## src/hdl/sysbus_cfg_pkg.sv

```systemverilog
// Constants, field layouts and types for the system and bus window
// configuration register bank.
// Assumes a 16-bit register file reached over a 32-bit Avalon-MM slave.
package sysbus_cfg_pkg;

   // Byte addresses on the Avalon-MM slave
   localparam logic [15:0] ADDR_BUS_WINDOW_CTRL_0 = 16'hff0c;
   localparam logic [15:0] ADDR_BUS_WINDOW_CTRL_1 = 16'hff14;
   localparam logic [15:0] ADDR_BUS_WINDOW_CTRL_2 = 16'hff16;
   localparam logic [15:0] ADDR_BUS_WINDOW_CTRL_3 = 16'hff18;
   localparam logic [15:0] ADDR_BUS_WINDOW_CTRL_4 = 16'hff1a;
   localparam logic [15:0] ADDR_SYSTEM_CONFIG = 16'hff20;
   localparam logic [15:0] ADDR_INIT_CONTROL = 16'hff24;
   localparam logic [15:0] ADDR_STATUS = 16'hff28;
   localparam logic [15:0] ADDR_ROM_PROBE = 16'hff2c;

   // System configuration fields
   localparam int SC_CLOCK_OUT_ENABLE = 8;
   localparam int SC_BYTE_HIGH_DISABLE = 9;
   localparam int SC_INTERNAL_ROM_ENABLE = 10;
   localparam int SC_SEGMENTATION_DISABLE = 11;
   localparam int SC_ROM_SEGMENT_SELECT = 12;
   localparam int SC_STACK_SIZE_LSB = 13;
   localparam logic [15:0] SC_WRITE_MASK = 16'hff00;
   localparam logic [15:0] SC_RESET = 16'h0000;

   // Bus window control fields
   localparam int BW_CS_WRITE_ENABLE = 15;
   localparam int BW_CS_READ_ENABLE = 14;
   localparam int BW_READY_POLARITY = 13;
   localparam int BW_READY_ENABLE = 12;
   localparam int BW_BUS_ACTIVE = 10;
   localparam int BW_ADDRESS_LATCH = 9;
   localparam int BW_BUS_TYPE_LSB = 6;
   localparam int BW_TRISTATE_WAIT = 5;
   localparam int BW_READ_WRITE_DELAY = 4;
   localparam int BW_WAIT_COUNT_LSB = 0;
   localparam logic [15:0] BW_WRITE_MASK = 16'hf6ff;
   localparam logic [15:0] BW_RESET = 16'h0000;
   // Bits of window zero that the port-zero pins load on the first edge after reset release
   localparam logic [15:0] BW0_STRAP_MASK = 16'h06c0;

   // Status bits
   localparam int ST_INIT_DONE = 0;
   localparam int ST_BYTE_HIGH_PIN = 1;
   localparam int ST_CLOCK_PIN = 2;
   localparam int ST_ROM_HIT = 3;

   // ROM area decode
   localparam logic [23:0] ROM_BASE_SEG0 = 24'h000000;
   localparam logic [23:0] ROM_BASE_SEG1 = 24'h010000;
   localparam logic [23:0] ROM_SIZE = 24'h008000;
   // Stack size extremes in words
   localparam logic [10:0] STACK_WORDS_MIN = 11'h020;
   localparam logic [10:0] STACK_WORDS_MAX = 11'h400;

   typedef enum logic [1:0] {
      BUS_IDLE = 2'b00,
      BUS_DATA = 2'b01,
      BUS_DONE = 2'b11
   } bus_state_t;

   typedef struct packed {
      logic cs_write_enable;
      logic cs_read_enable;
      logic ready_polarity;
      logic ready_enable;
      logic bus_active;
      logic address_latch_control;
      logic [1:0] bus_type;
      logic tristate_wait;
      logic read_write_delay;
      logic [3:0] wait_state_count;
   } bus_window_t;

   typedef struct packed {
      logic clock_out_enable;
      logic byte_high_disable;
      logic internal_rom_enable;
      logic segmentation_disable;
      logic rom_segment_select;
      logic [2:0] stack_size;
   } system_config_t;

endpackage

```

## src/hdl/system_bus_config_regs.sv

```systemverilog
// System configuration and bus window control register bank.
// Assumes an Avalon-MM master on the same clock and synchronous pins.
`timescale 1ns/1ps
module system_bus_config_regs (
   input wire logic i_clock,
   input wire logic i_nrst,
   // Avalon-MM slave
   input wire logic [15:0] i_address,
   input wire logic i_read,
   input wire logic i_write,
   input wire logic [31:0] i_writedata,
   input wire logic [3:0] i_byteenable,
   output logic [31:0] o_readdata,
   output logic o_waitrequest,
   output logic [1:0] o_response,
   // Reset straps and configuration inputs
   input wire logic i_external_access_pin,
   input wire logic [15:0] i_port_zero_pins,
   input wire logic i_data_bus_8bit,
   input wire logic i_end_of_init_instruction,
   // Pin muxing
   output logic o_system_clock_output_pin,
   output logic o_clock_pin_is_gpio,
   input wire logic i_byte_high_enable,
   output logic o_byte_high_enable_pin,
   output logic o_byte_high_pin_is_gpio,
   // Core address decode and stacking
   input wire logic [23:0] i_core_address,
   output logic o_rom_internal,
   output logic o_rom_external,
   output logic o_push_code_segment,
   output logic [10:0] o_stack_words,
   // External bus cycle
   input wire logic i_cycle_start,
   input wire logic [2:0] i_window_select,
   input wire logic i_ready,
   output logic o_cycle_end,
   output sysbus_cfg_pkg::bus_window_t o_boot_window
);

   sysbus_cfg_pkg::bus_window_t windows [0:4];
   sysbus_cfg_pkg::bus_window_t next_windows [0:4];
   sysbus_cfg_pkg::system_config_t sys_cfg;
   sysbus_cfg_pkg::system_config_t next_sys_cfg;
   logic init_done;
   logic next_init_done;
   logic strap_pending;
   logic next_strap_pending;
   logic [23:0] probe;
   logic [23:0] next_probe;
   logic access_done;
   logic next_access_done;
   logic [31:0] next_readdata;
   logic [1:0] next_response;
   logic [15:0] wdata;
   logic hit_rom;
   sysbus_cfg_pkg::bus_window_t active_window;

   ////////////////////////////////////////////////////////////////////////
   // Helpers shared by decode and register update
   function automatic logic [15:0] merge16(input logic [15:0] old,
      input logic [15:0] data, input logic [15:0] mask);
      merge16 = (old & ~mask) | (data & mask);
   endfunction

   // Same packing for every window register
   function automatic logic [15:0] pack_window(
      input sysbus_cfg_pkg::bus_window_t w);
      pack_window = {w.cs_write_enable, w.cs_read_enable, w.ready_polarity,
         w.ready_enable, 1'b0, w.bus_active, w.address_latch_control, 1'b0,
         w.bus_type, w.tristate_wait, w.read_write_delay,
         w.wait_state_count};
   endfunction

   function automatic sysbus_cfg_pkg::bus_window_t unpack_window(
      input logic [15:0] v);
      unpack_window.cs_write_enable = v[sysbus_cfg_pkg::BW_CS_WRITE_ENABLE];
      unpack_window.cs_read_enable = v[sysbus_cfg_pkg::BW_CS_READ_ENABLE];
      unpack_window.ready_polarity = v[sysbus_cfg_pkg::BW_READY_POLARITY];
      unpack_window.ready_enable = v[sysbus_cfg_pkg::BW_READY_ENABLE];
      unpack_window.bus_active = v[sysbus_cfg_pkg::BW_BUS_ACTIVE];
      unpack_window.address_latch_control =
         v[sysbus_cfg_pkg::BW_ADDRESS_LATCH];
      unpack_window.bus_type = v[sysbus_cfg_pkg::BW_BUS_TYPE_LSB +: 2];
      unpack_window.tristate_wait = v[sysbus_cfg_pkg::BW_TRISTATE_WAIT];
      unpack_window.read_write_delay =
         v[sysbus_cfg_pkg::BW_READ_WRITE_DELAY];
      unpack_window.wait_state_count =
         v[sysbus_cfg_pkg::BW_WAIT_COUNT_LSB +: 4];
   endfunction

   function automatic logic [15:0] pack_sys(
      input sysbus_cfg_pkg::system_config_t s);
      pack_sys = {s.stack_size, s.rom_segment_select, s.segmentation_disable,
         s.internal_rom_enable, s.byte_high_disable, s.clock_out_enable,
         8'h00};
   endfunction

   function automatic sysbus_cfg_pkg::system_config_t unpack_sys(
      input logic [15:0] v);
      unpack_sys.clock_out_enable = v[sysbus_cfg_pkg::SC_CLOCK_OUT_ENABLE];
      unpack_sys.byte_high_disable = v[sysbus_cfg_pkg::SC_BYTE_HIGH_DISABLE];
      unpack_sys.internal_rom_enable =
         v[sysbus_cfg_pkg::SC_INTERNAL_ROM_ENABLE];
      unpack_sys.segmentation_disable =
         v[sysbus_cfg_pkg::SC_SEGMENTATION_DISABLE];
      unpack_sys.rom_segment_select =
         v[sysbus_cfg_pkg::SC_ROM_SEGMENT_SELECT];
      unpack_sys.stack_size = v[sysbus_cfg_pkg::SC_STACK_SIZE_LSB +: 3];
   endfunction

   // Byte enables gate the low half lane by lane
   function automatic logic [15:0] lane_mask(input logic [3:0] be);
      lane_mask = {{8{be[1]}}, {8{be[0]}}};
   endfunction

   ////////////////////////////////////////////////////////////////////////
   // Bus side: waitrequest drops one cycle after the request appears
   assign o_waitrequest = (i_read | i_write) & ~access_done;
   assign wdata = i_writedata[15:0];

   // Next values: straps, lock, register reads and writes
   always_comb begin
      next_windows = windows;
      next_sys_cfg = sys_cfg;
      next_init_done = init_done;
      next_strap_pending = 1'b0;
      next_probe = probe;
      next_access_done = (i_read | i_write) & ~access_done;
      next_readdata = o_readdata;
      next_response = o_response;
      // Straps are taken on the first edge after reset release
      if (strap_pending) begin
         next_sys_cfg.internal_rom_enable = i_external_access_pin;
         next_windows[0] = unpack_window(merge16(pack_window(windows[0]),
            i_port_zero_pins, sysbus_cfg_pkg::BW0_STRAP_MASK));
         next_sys_cfg.byte_high_disable = i_data_bus_8bit;
      end
      if (i_end_of_init_instruction) begin
         next_init_done = 1'b1;
      end
      if ((i_read | i_write) & ~access_done) begin
         next_readdata = 32'h0000_0000;
         next_response = 2'b00;
         case (i_address)
            sysbus_cfg_pkg::ADDR_BUS_WINDOW_CTRL_0:
               next_readdata[15:0] = pack_window(windows[0]);
            sysbus_cfg_pkg::ADDR_BUS_WINDOW_CTRL_1:
               next_readdata[15:0] = pack_window(windows[1]);
            sysbus_cfg_pkg::ADDR_BUS_WINDOW_CTRL_2:
               next_readdata[15:0] = pack_window(windows[2]);
            sysbus_cfg_pkg::ADDR_BUS_WINDOW_CTRL_3:
               next_readdata[15:0] = pack_window(windows[3]);
            sysbus_cfg_pkg::ADDR_BUS_WINDOW_CTRL_4:
               next_readdata[15:0] = pack_window(windows[4]);
            sysbus_cfg_pkg::ADDR_SYSTEM_CONFIG:
               next_readdata[15:0] = pack_sys(sys_cfg);
            sysbus_cfg_pkg::ADDR_INIT_CONTROL:
               next_readdata[0] = init_done;
            sysbus_cfg_pkg::ADDR_STATUS: begin
               next_readdata[sysbus_cfg_pkg::ST_INIT_DONE] = init_done;
               next_readdata[sysbus_cfg_pkg::ST_BYTE_HIGH_PIN] =
                  ~sys_cfg.byte_high_disable;
               next_readdata[sysbus_cfg_pkg::ST_CLOCK_PIN] =
                  sys_cfg.clock_out_enable;
               next_readdata[sysbus_cfg_pkg::ST_ROM_HIT] = hit_rom;
            end
            sysbus_cfg_pkg::ADDR_ROM_PROBE:
               next_readdata[23:0] = probe;
            default: next_response = 2'b10; // Unmapped: slave error
         endcase
         if (!i_read) begin
            next_readdata = 32'h0000_0000;
         end
      end
      // Writes take effect once, at the cycle waitrequest is low
      if (i_write & access_done) begin
         case (i_address)
            sysbus_cfg_pkg::ADDR_BUS_WINDOW_CTRL_0:
               next_windows[0] = unpack_window(merge16(pack_window(windows[0]),
                  wdata, lane_mask(i_byteenable) &
                  sysbus_cfg_pkg::BW_WRITE_MASK));
            sysbus_cfg_pkg::ADDR_BUS_WINDOW_CTRL_1:
               next_windows[1] = unpack_window(merge16(pack_window(windows[1]),
                  wdata, lane_mask(i_byteenable) &
                  sysbus_cfg_pkg::BW_WRITE_MASK));
            sysbus_cfg_pkg::ADDR_BUS_WINDOW_CTRL_2:
               next_windows[2] = unpack_window(merge16(pack_window(windows[2]),
                  wdata, lane_mask(i_byteenable) &
                  sysbus_cfg_pkg::BW_WRITE_MASK));
            sysbus_cfg_pkg::ADDR_BUS_WINDOW_CTRL_3:
               next_windows[3] = unpack_window(merge16(pack_window(windows[3]),
                  wdata, lane_mask(i_byteenable) &
                  sysbus_cfg_pkg::BW_WRITE_MASK));
            sysbus_cfg_pkg::ADDR_BUS_WINDOW_CTRL_4:
               next_windows[4] = unpack_window(merge16(pack_window(windows[4]),
                  wdata, lane_mask(i_byteenable) &
                  sysbus_cfg_pkg::BW_WRITE_MASK));
            sysbus_cfg_pkg::ADDR_SYSTEM_CONFIG: begin
               if (!init_done) begin
                  next_sys_cfg = unpack_sys(merge16(pack_sys(sys_cfg), wdata,
                     lane_mask(i_byteenable) &
                     sysbus_cfg_pkg::SC_WRITE_MASK));
               end
            end
            sysbus_cfg_pkg::ADDR_ROM_PROBE:
               next_probe = i_writedata[23:0];
            default: next_probe = probe;
         endcase
      end
   end

   // Registers; the lock is held until the next reset
   always_ff @(posedge i_clock or negedge i_nrst) begin
      if (!i_nrst) begin
         for (int k = 0; k < 5; k++) begin
            windows[k] <= sysbus_cfg_pkg::bus_window_t'(
               sysbus_cfg_pkg::BW_RESET[13:0]);
         end
         sys_cfg <= sysbus_cfg_pkg::system_config_t'(8'h00);
         init_done <= 1'b0;
         strap_pending <= 1'b1;
         probe <= 24'h000000;
         access_done <= 1'b0;
         o_readdata <= 32'h0000_0000;
         o_response <= 2'b00;
      end else begin
         windows <= next_windows;
         sys_cfg <= next_sys_cfg;
         init_done <= next_init_done;
         strap_pending <= next_strap_pending;
         probe <= next_probe;
         access_done <= next_access_done;
         o_readdata <= next_readdata;
         o_response <= next_response;
      end
   end

   ////////////////////////////////////////////////////////////////////////
   // Pin muxing; gating the clock here is a mux, not a clock tree
   assign o_system_clock_output_pin =
      sys_cfg.clock_out_enable & i_clock;
   assign o_clock_pin_is_gpio = ~sys_cfg.clock_out_enable;
   assign o_byte_high_enable_pin =
      ~sys_cfg.byte_high_disable & i_byte_high_enable;
   assign o_byte_high_pin_is_gpio = sys_cfg.byte_high_disable;

   // ROM area decode, 32 KB at segment zero or one
   function automatic logic in_rom(input logic [23:0] a, input logic seg1);
      logic [23:0] base;
      base = seg1 ? sysbus_cfg_pkg::ROM_BASE_SEG1 :
         sysbus_cfg_pkg::ROM_BASE_SEG0;
      in_rom = (a >= base) && (a < base + sysbus_cfg_pkg::ROM_SIZE);
   endfunction

   assign hit_rom =
      in_rom(i_core_address, sys_cfg.rom_segment_select);
   assign o_rom_internal = hit_rom & sys_cfg.internal_rom_enable;
   assign o_rom_external = hit_rom & ~sys_cfg.internal_rom_enable;

   // Stacking of the code segment pointer on trap entry and exit
   assign o_push_code_segment =
      ~sys_cfg.segmentation_disable;

   // Stack size: 32 words shifted left by the field, capped at 1024
   assign o_stack_words = (sys_cfg.stack_size >= 3'h5) ?
      sysbus_cfg_pkg::STACK_WORDS_MAX :
      11'(sysbus_cfg_pkg::STACK_WORDS_MIN << sys_cfg.stack_size);

   // Window zero steers the first fetch after reset
   assign o_boot_window = windows[0];
   // Selects above four fall back to window zero
   assign active_window = (i_window_select <= 3'h4) ?
      windows[i_window_select] : windows[0];

   bus_window_ready ready_wait (
      .i_clock(i_clock),
      .i_nrst(i_nrst),
      .i_cycle_start(i_cycle_start),
      .i_window(active_window),
      .i_ready(i_ready),
      .o_cycle_end(o_cycle_end)
   );

endmodule

```

## src/hdl/bus_window_ready.sv

```systemverilog
// Ready wait logic for one external bus cycle.
// Assumes the ready input is already synchronous to the system clock.
`timescale 1ns/1ps
module bus_window_ready (
   input wire logic i_clock,
   input wire logic i_nrst,
   input wire logic i_cycle_start,
   input wire sysbus_cfg_pkg::bus_window_t i_window,
   input wire logic i_ready,
   output logic o_cycle_end
);

   sysbus_cfg_pkg::bus_state_t state;
   sysbus_cfg_pkg::bus_state_t next_state;
   logic ready_active;

   ////////////////////////////////////////////////////////////////////////
   // Ready level is compared against the selected polarity
   assign ready_active = (i_ready == i_window.ready_polarity);

   // Cycle waits in data phase until ready, when ready is enabled
   always_comb begin
      next_state = state;
      case (state)
         sysbus_cfg_pkg::BUS_IDLE: begin
            if (i_cycle_start) begin
               next_state = sysbus_cfg_pkg::BUS_DATA;
            end
         end
         sysbus_cfg_pkg::BUS_DATA: begin
            if (!i_window.ready_enable || ready_active) begin
               next_state = sysbus_cfg_pkg::BUS_DONE;
            end
         end
         sysbus_cfg_pkg::BUS_DONE: next_state = sysbus_cfg_pkg::BUS_IDLE;
         default: next_state = sysbus_cfg_pkg::BUS_IDLE;
      endcase
   end

   // State register
   always_ff @(posedge i_clock or negedge i_nrst) begin
      if (!i_nrst) begin
         state <= sysbus_cfg_pkg::BUS_IDLE;
      end else begin
         state <= next_state;
      end
   end

   assign o_cycle_end = (state == sysbus_cfg_pkg::BUS_DONE);

endmodule

```

## config.mk

```make
export PLATFORM = sky130hd
export DESIGN_NAME = system_bus_config_regs
export DESIGN_NICKNAME = d
export VERILOG_FILES = /design/src/hdl/sysbus_cfg_pkg.sv /design/src/hdl/system_bus_config_regs.sv /design/src/hdl/bus_window_ready.sv
export SDC_FILE = /design/constraint.sdc
export NUM_CORES = 1
export LEC_CHECK = 0
export BUFFER_PORTS_ARGS = -buffer_cell sky130_fd_sc_hd__buf_2
export CAP_MARGIN = 30
export CORE_MARGIN = 1.5
export CORE_UTILIZATION = 35
export CTS_CLUSTER_DIAMETER = 40
export DETAILED_ROUTE_END_ITERATION = 8
export PLACE_DENSITY = 0.64
export SYNTH_ARGS = -nofsm -noshare
export SYNTH_HDL_FRONTEND = slang
export SYNTH_SLANG_ARGS = --single-unit
export TNS_END_PERCENT = 1
```

## constraint.sdc

```tcl
create_clock -name i_clock -period 2.2 [get_ports i_clock]
set_input_delay 0 -clock i_clock [delete_from_list [all_inputs] [get_ports i_clock]]
set_output_delay 0 -clock i_clock [all_outputs]
set_load 0.02 [all_outputs]
```

==> results.sh, run 1 <==
export IMPL_yosys_area_top_type="dfrtp_1"
export IMPL_die_w_um=138
export IMPL_groute_usage_overall_pct=19.3
export IMPL_synth_edff_count=0
export IMPL_firstDrtPassIters=5
export IMPL_yosys_top_cells_area="dfrtp_1 51%, mux2_2 17%, buf_4 3.4%"
export IMPL_num_vias=5066
export IMPL_ant_nets=0
export IMPL_arrival_ns=2.52
export IMPL_p_leak_nw=4.13
export IMPL_seq_power_share_pct=40.3
export IMPL_ys_types=64
export IMPL_worstMarginPinSlew_ns=0.747
export IMPL_synth_seq_area_share_pct=51.9
export IMPL_drt_initial_drc_count=420
export IMPL_drt_total_wl_um=18000
export IMPL_port_buffers=136
export IMPL_rsz0062_at_grt="yes"
export IMPL_min_path_type="in2reg"
export IMPL_fin_nets=811
export IMPL_status="finished, final reports clean"
export IMPL_max_freq_ghz=0.473
export IMPL_combPwrFrac_pct=7.3
export IMPL_die_h_um=138
export IMPL_die_area_um2=19000
export IMPL_cts_clk_slew_worst_paths_ns=0.06
export IMPL_slew_viol_final=0
export IMPL_drc=0
export IMPL_crit_required_ns=2.61
export IMPL_max_slew_margin_pct=50.2
export IMPL_synth_top_cell_area_share_pct=51.4
export IMPL_hold_viol_final=0
export IMPL_fp_row_count=49
export IMPL_cap_violations=0
export IMPL_yosysWarnings=0
export IMPL_grt_remaining_overflow=0
export IMPL_grt_max_degree=75
export IMPL_swShare_pct=22.2
export IMPL_power_density_nw_per_um2=728
export IMPL_grt_pass1_wl_um=27200
export IMPL_synth_seq_cells=132
export IMPL_initial_core_util_pct=35.6
export IMPL_crit_path_max_fanout=10
export IMPL_io_pins=173
export IMPL_fin_crit_ns=2.12
export IMPL_syn_area_um2=6370
export IMPL_antenna_found_initial=0
export IMPL_total_power_mw=6.20
export IMPL_synth_ff_type="dfrtp_1"
export IMPL_power_switching_mw=1.38
export IMPL_cp_end_kind="register"
export IMPL_grt_pass1_vias=5151
export IMPL_drive_gt1_share_pct=45.6
export IMPL_coreArea_um2=17900
export IMPL_finalWeightedCongestion=0.810
export IMPL_start_kind="register"
export IMPL_clkPwrFrac_pct=52.4
export IMPL_syn_avg_cell_area_um2=12.6
export IMPL_worstSetupPathType="reg2reg"
export IMPL_setup_viol=0
export IMPL_via_per_inst=5.36
export IMPL_cellInternalPower_mw=4.82
export IMPL_fin_crit_sh_pct=96.2
export IMPL_diodes=0
export IMPL_ir_drop_mv=0.580
export IMPL_syn_inst=506
export IMPL_fin_util_pct=47.6
export IMPL_async_flop_share_pct=100
export IMPL_skew_ns=0.00733
export IMPL_place_hpwl_um=12900
export IMPL_cts_tree="built"
export IMPL_clock_latency_ns=0.53
export IMPL_syn_to_final_growth_pct=33.6
export IMPL_post_drt_wl_per_cell_um=19.0
export IMPL_setup_tns_ns=0
## synthesized netlist by cell type, types with 6 or more instances
| cell | n |
|---|---|
| and2_1 | 6 |
| dfrtp_1 | 131 |
| a22oi_1 | 19 |
| mux2_2 | 96 |
| buf_2 | 7 |
| inv_1 | 7 |
| and3_1 | 10 |
| nor2_1 | 6 |
| nand2_1 | 32 |
| buf_4 | 29 |
| o21ai_0 | 7 |
| clkbuf_1 | 10 |
| a22o_1 | 14 |
| a222oi_1 | 13 |
| nor3b_1 | 8 |
| o21ai_1 | 10 |
| nor4_1 | 10 |
## cells by family (layout without fill, tap and decap cells)
group / Yosys count / in the layout / share of synthesized area (%)
DFF: 132 / 132 / 51.9
xor gates and xnor gates: 2 / 2 / 0.275
AOI/OAI and AO/OA: 88 / 88 / 10.8
adders and majority gates: 2 / 2 / 0.393
buffers and inverters: 54 / 251 / 5.14
and+or+nand+nor: 127 / 127 / 13.5
muxes: 100 / 100 / 18.0
other: 1 / 15 / 0.0588
## metal layers
metal | GRT usage [%] | vias up | routed length [µm]
met3 | 3.84 | 39 | 1250
met5 | 0 | - | 0
met4 | 11.1 | 0 | 629
met1 | 23.6 | 2540 | 7330
li1 | - | 2280 | -
met2 | 31.9 | 207 | 8760
## power by group through the flow
stage / logic (mW) / clock network (mW) / registers, mW
after CTS: 0.456 / 3.31 / 2.50
after global routing: 0.502 / 3.43 / 2.50
final: 0.455 / 3.25 / 2.50
after floorplan: 0.188 / 0.00000145 / 2.53
after detailed placement: 0.389 / 0.00000148 / 2.54
after global placement: 0.375 / 0.00000148 / 2.54
## cell type report
cell class | instances | area (µm²)
clock inverter | 10 | 144
clock buffer | 26 | 574
multi-input combinational | 334 | 2830
tap | 229 | 287
fill | 1608 | 9390
inverter | 7 | 26.3
sequential | 132 | 3300
timing repair buffer | 208 | 1350
## worst paths after layout
check,startpoint,to,slack [ns],cells after the start
max in group asynchronous,i_nrst,strap_pending,1.23,4
max,access_done,register,0.08,4
max reg2reg,access_done,register,0.08,4
min reg2reg,ready_wait.state[1],ready_wait.state[0],0.46,1
min in group asynchronous,i_nrst,asynchronous set/reset pin,0.37,3
min,i_write,o_readdata[5],0.01,4
## worst max-delay path: stages (launching register included)
cell and delay [ns]:
dfrtp_1 0.50, and3_1 0.39, nand3_4 0.24, o221a_2 0.32, dlygate4sd3_1 0.54
## metrics by stage
step,cell area [µm²],instances,hold WS [ns],setup slack (ns)
detailed placement,7330,867,0.00350,-0.0197
global route,8510,946,0.0325,-0.0280
CTS,8500,945,0.00735,0.0407
global placement,7330,867,-0.0113,0.147
finish,8510,946,0.0126,0.0845
floorplan,6420,520,-0.296,0.480
## timing repair
action	in CTS	in global routing
pin swaps	1	0
resized for setup	2	1
hold buffers	42	0
buffers inserted	1	0
endpoints found under the setup margin	3	2
hold endpoints to repair	244	0
cloned	0	0
## cell usage in the layout (no fill, tap or decap), types with 3 or more instances in the layout
cell type        n
a21oi_1          3
a221o_1          4
a222oi_1        13
a22o_1          14
a22oi_1         19
a32oi_1          3
and2_1           6
and3_1          10
buf_2          135
buf_4           31
bufinv_16        3
clkbuf_16       20
clkbuf_8         5
clkinvlp_4       3
conb_1          15
dfrtp_1        131
dlygate4sd3_1   41
inv_1            7
mux2_2          96
nand2_1         32
nand2b_1         5
nand3_1          4
nand3b_1         4
nor2_1           6
nor2b_1          5
nor3_1           5
nor3b_1          8
nor4_1           9
nor4_2           6
nor4_4           3
o21ai_0          7
o21ai_1         10
Note: power is estimated with default switching activity, not from simulation.
==> run 2, diff against run 1 <==
- CORE_UTILIZATION: 35 -> 30
- PLACE_DENSITY: 0.64 -> 0.58
==> run 2 against run 1 <==
Sequential share of layout area down 0.48 points. Via count down 1.0%. Global-route usage down 1.8 points. Clock skew down 0.0010 ns. Clock power about the same. Critical path type unchanged. Largest power group unchanged.
==> results.sh, run 2 (synthesized netlist as in run 1, its figures left out) <==
export IMPL_clkPwrFrac_pct=52.1
export IMPL_fin_crit_sh_pct=94.8
export IMPL_final_common_cell="buf_2"
export IMPL_die_area_um2=22100
export IMPL_io_pins=173
export IMPL_rr_worst_depth=4
export IMPL_fin_cells=999
export IMPL_die_w_um=149
export IMPL_rsz0062_at_grt="no"
export IMPL_groute_usage_overall_pct=17.5
export IMPL_worstSetupPathType="reg2reg"
export IMPL_antenna_found_initial=0
export IMPL_gr_usage_met1_pct=22.2
export IMPL_seq_power_share_pct=40.4
export IMPL_post_drt_wl_per_cell_um=18.6
export IMPL_power_density_nw_per_um2=717
export IMPL_slew_viol_final=0
export IMPL_fp_row_count=53
export IMPL_skew_ns=0.00633
export IMPL_initial_core_util_pct=30.4
export IMPL_max_freq_ghz=0.480
export IMPL_clock_latency_ns=0.53
export IMPL_ir_drop_mv=0.389
export IMPL_grt_pass1_vias=5071
export IMPL_firstDrtPassIters=5
export IMPL_crit_path_max_fanout=10
export IMPL_setup_tns_ns=0
export IMPL_crit_required_ns=2.62
export IMPL_grt_max_degree=50
export IMPL_hold_viol_final=0
export IMPL_crit_chain="and3_1 -> nand3_4 -> o221a_2 -> dlygate4sd3_1"
export IMPL_final_area_um2=8620
export IMPL_use_met2_pct=28.5
export IMPL_via_per_inst=5.02
export IMPL_start_kind="register"
export IMPL_finalWeightedCongestion=0.722
export IMPL_cpMaxStageDelayCell="dlygate4sd3_1"
export IMPL_p_leak_nw=4.17
export IMPL_status="finished, final reports clean"
export IMPL_combPwrFrac_pct=7.5
export IMPL_fin_crit_ns=2.08
export IMPL_dp_cells=920
export IMPL_drt_total_wl_um=18600
export IMPL_coreArea_um2=21000
export IMPL_drt_initial_drc_count=309
export IMPL_fin_util_pct=41.2
export IMPL_grt_pass1_wl_um=28600
export IMPL_slowest_delay_ns=0.55
export IMPL_swShare_pct=22.5
export IMPL_setup_ws_ns=0.115
export IMPL_fin_nets=818
export IMPL_max_slew_margin_pct=50.8
export IMPL_setup_viol=0
export IMPL_arrival_ns=2.50
export IMPL_post_dp_cell_area_um2=7440
export IMPL_cap_violations=0
export IMPL_final_cell_mix="135 x buf_2, 130 x dfrtp_1, 96 x mux2_2, 42 x dlygate4sd3_1, 37 x buf_4"
export IMPL_cts_clk_slew_worst_paths_ns=0.06
export IMPL_holdWs_ns=0.0440
export IMPL_crit_buf_inv=1
export IMPL_cp_top_family="simple AND/OR/NAND/NOR gates"
export IMPL_grt_remaining_overflow=0
export IMPL_num_vias=5013
export IMPL_die_h_um=149
export IMPL_port_buffers=136
export IMPL_place_ws_ns=0.100
export IMPL_power_switching_mw=1.39
export IMPL_cellInternalPower_mw=4.79
export IMPL_cp_end_kind="register"
export IMPL_worstMarginPinSlew_ns=0.738
export IMPL_syn_to_final_growth_pct=35.3
export IMPL_place_hpwl_um=12900
export IMPL_min_path_type="in2async"
export IMPL_r2r_slack_ns=0.12
export IMPL_cts_tree="built"
export IMPL_rr_startpoint="access_done"
export IMPL_diodes=0
export IMPL_drive_gt1_share_pct=46.3
export IMPL_ant_nets=0
export IMPL_grtUsageMet3_pct=4.28
export IMPL_top_usage_layer="met2"
export IMPL_total_power_mw=6.18
export IMPL_drc=0
[run 2: cell count changes in the layout (fill, tap and decap cells not counted), sizes merged]
cell         delta
buf             +6
clkbuf          +2
inv             -2
dlygate4sd3     +1
[run 2: how the worst max path moves through the flow]
stage,from,to,depth (start not counted)
2_1_floorplan,i_address[4],register,5
3_3_place_gp,register,o_readdata[3],6
3_5_place_dp,register,o_readdata[3],6
4_1_cts,register,o_rom_internal,5
5_1_grt,register,o_rom_internal,5
6_report,access_done,register,4
[run 2: metal layers]
layer	part of all wire (%)	vias to the layer above
met5	0	-
met4	2.2	0
met3	5.3	22
met2	47	164
met1	45	2530
li1	-	2297
[run 2: layout make-up]
class	count	area (µm²)
Fill cell	2047	12300
Sequential cell	132	3310
Multi-Input combinational cell	334	2840
Timing Repair Buffer	215	1410
Clock buffer	28	572
Tap cell	275	344
Clock inverter	8	123
Inverter	7	26.3
[run 2: timing repair]
item	in CTS	in global routing
endpoints found under the hold margin	245	0
hold buffers	43	0
pin swaps	0	1
gates resized for setup	2	6
buffers inserted	0	1
setup endpoints to repair	2	5
[run 2: power groups by stage]
stage                     Sequential [mW]  Clock (mW)  Combinational, mW
after global placement               2.54  0.00000148              0.393
after detailed placement             2.54  0.00000148              0.397
final                                2.50        3.22              0.466
after CTS                            2.50        3.26              0.469
after global routing                 2.50        3.38              0.514
after floorplan                      2.53  0.00000145              0.188
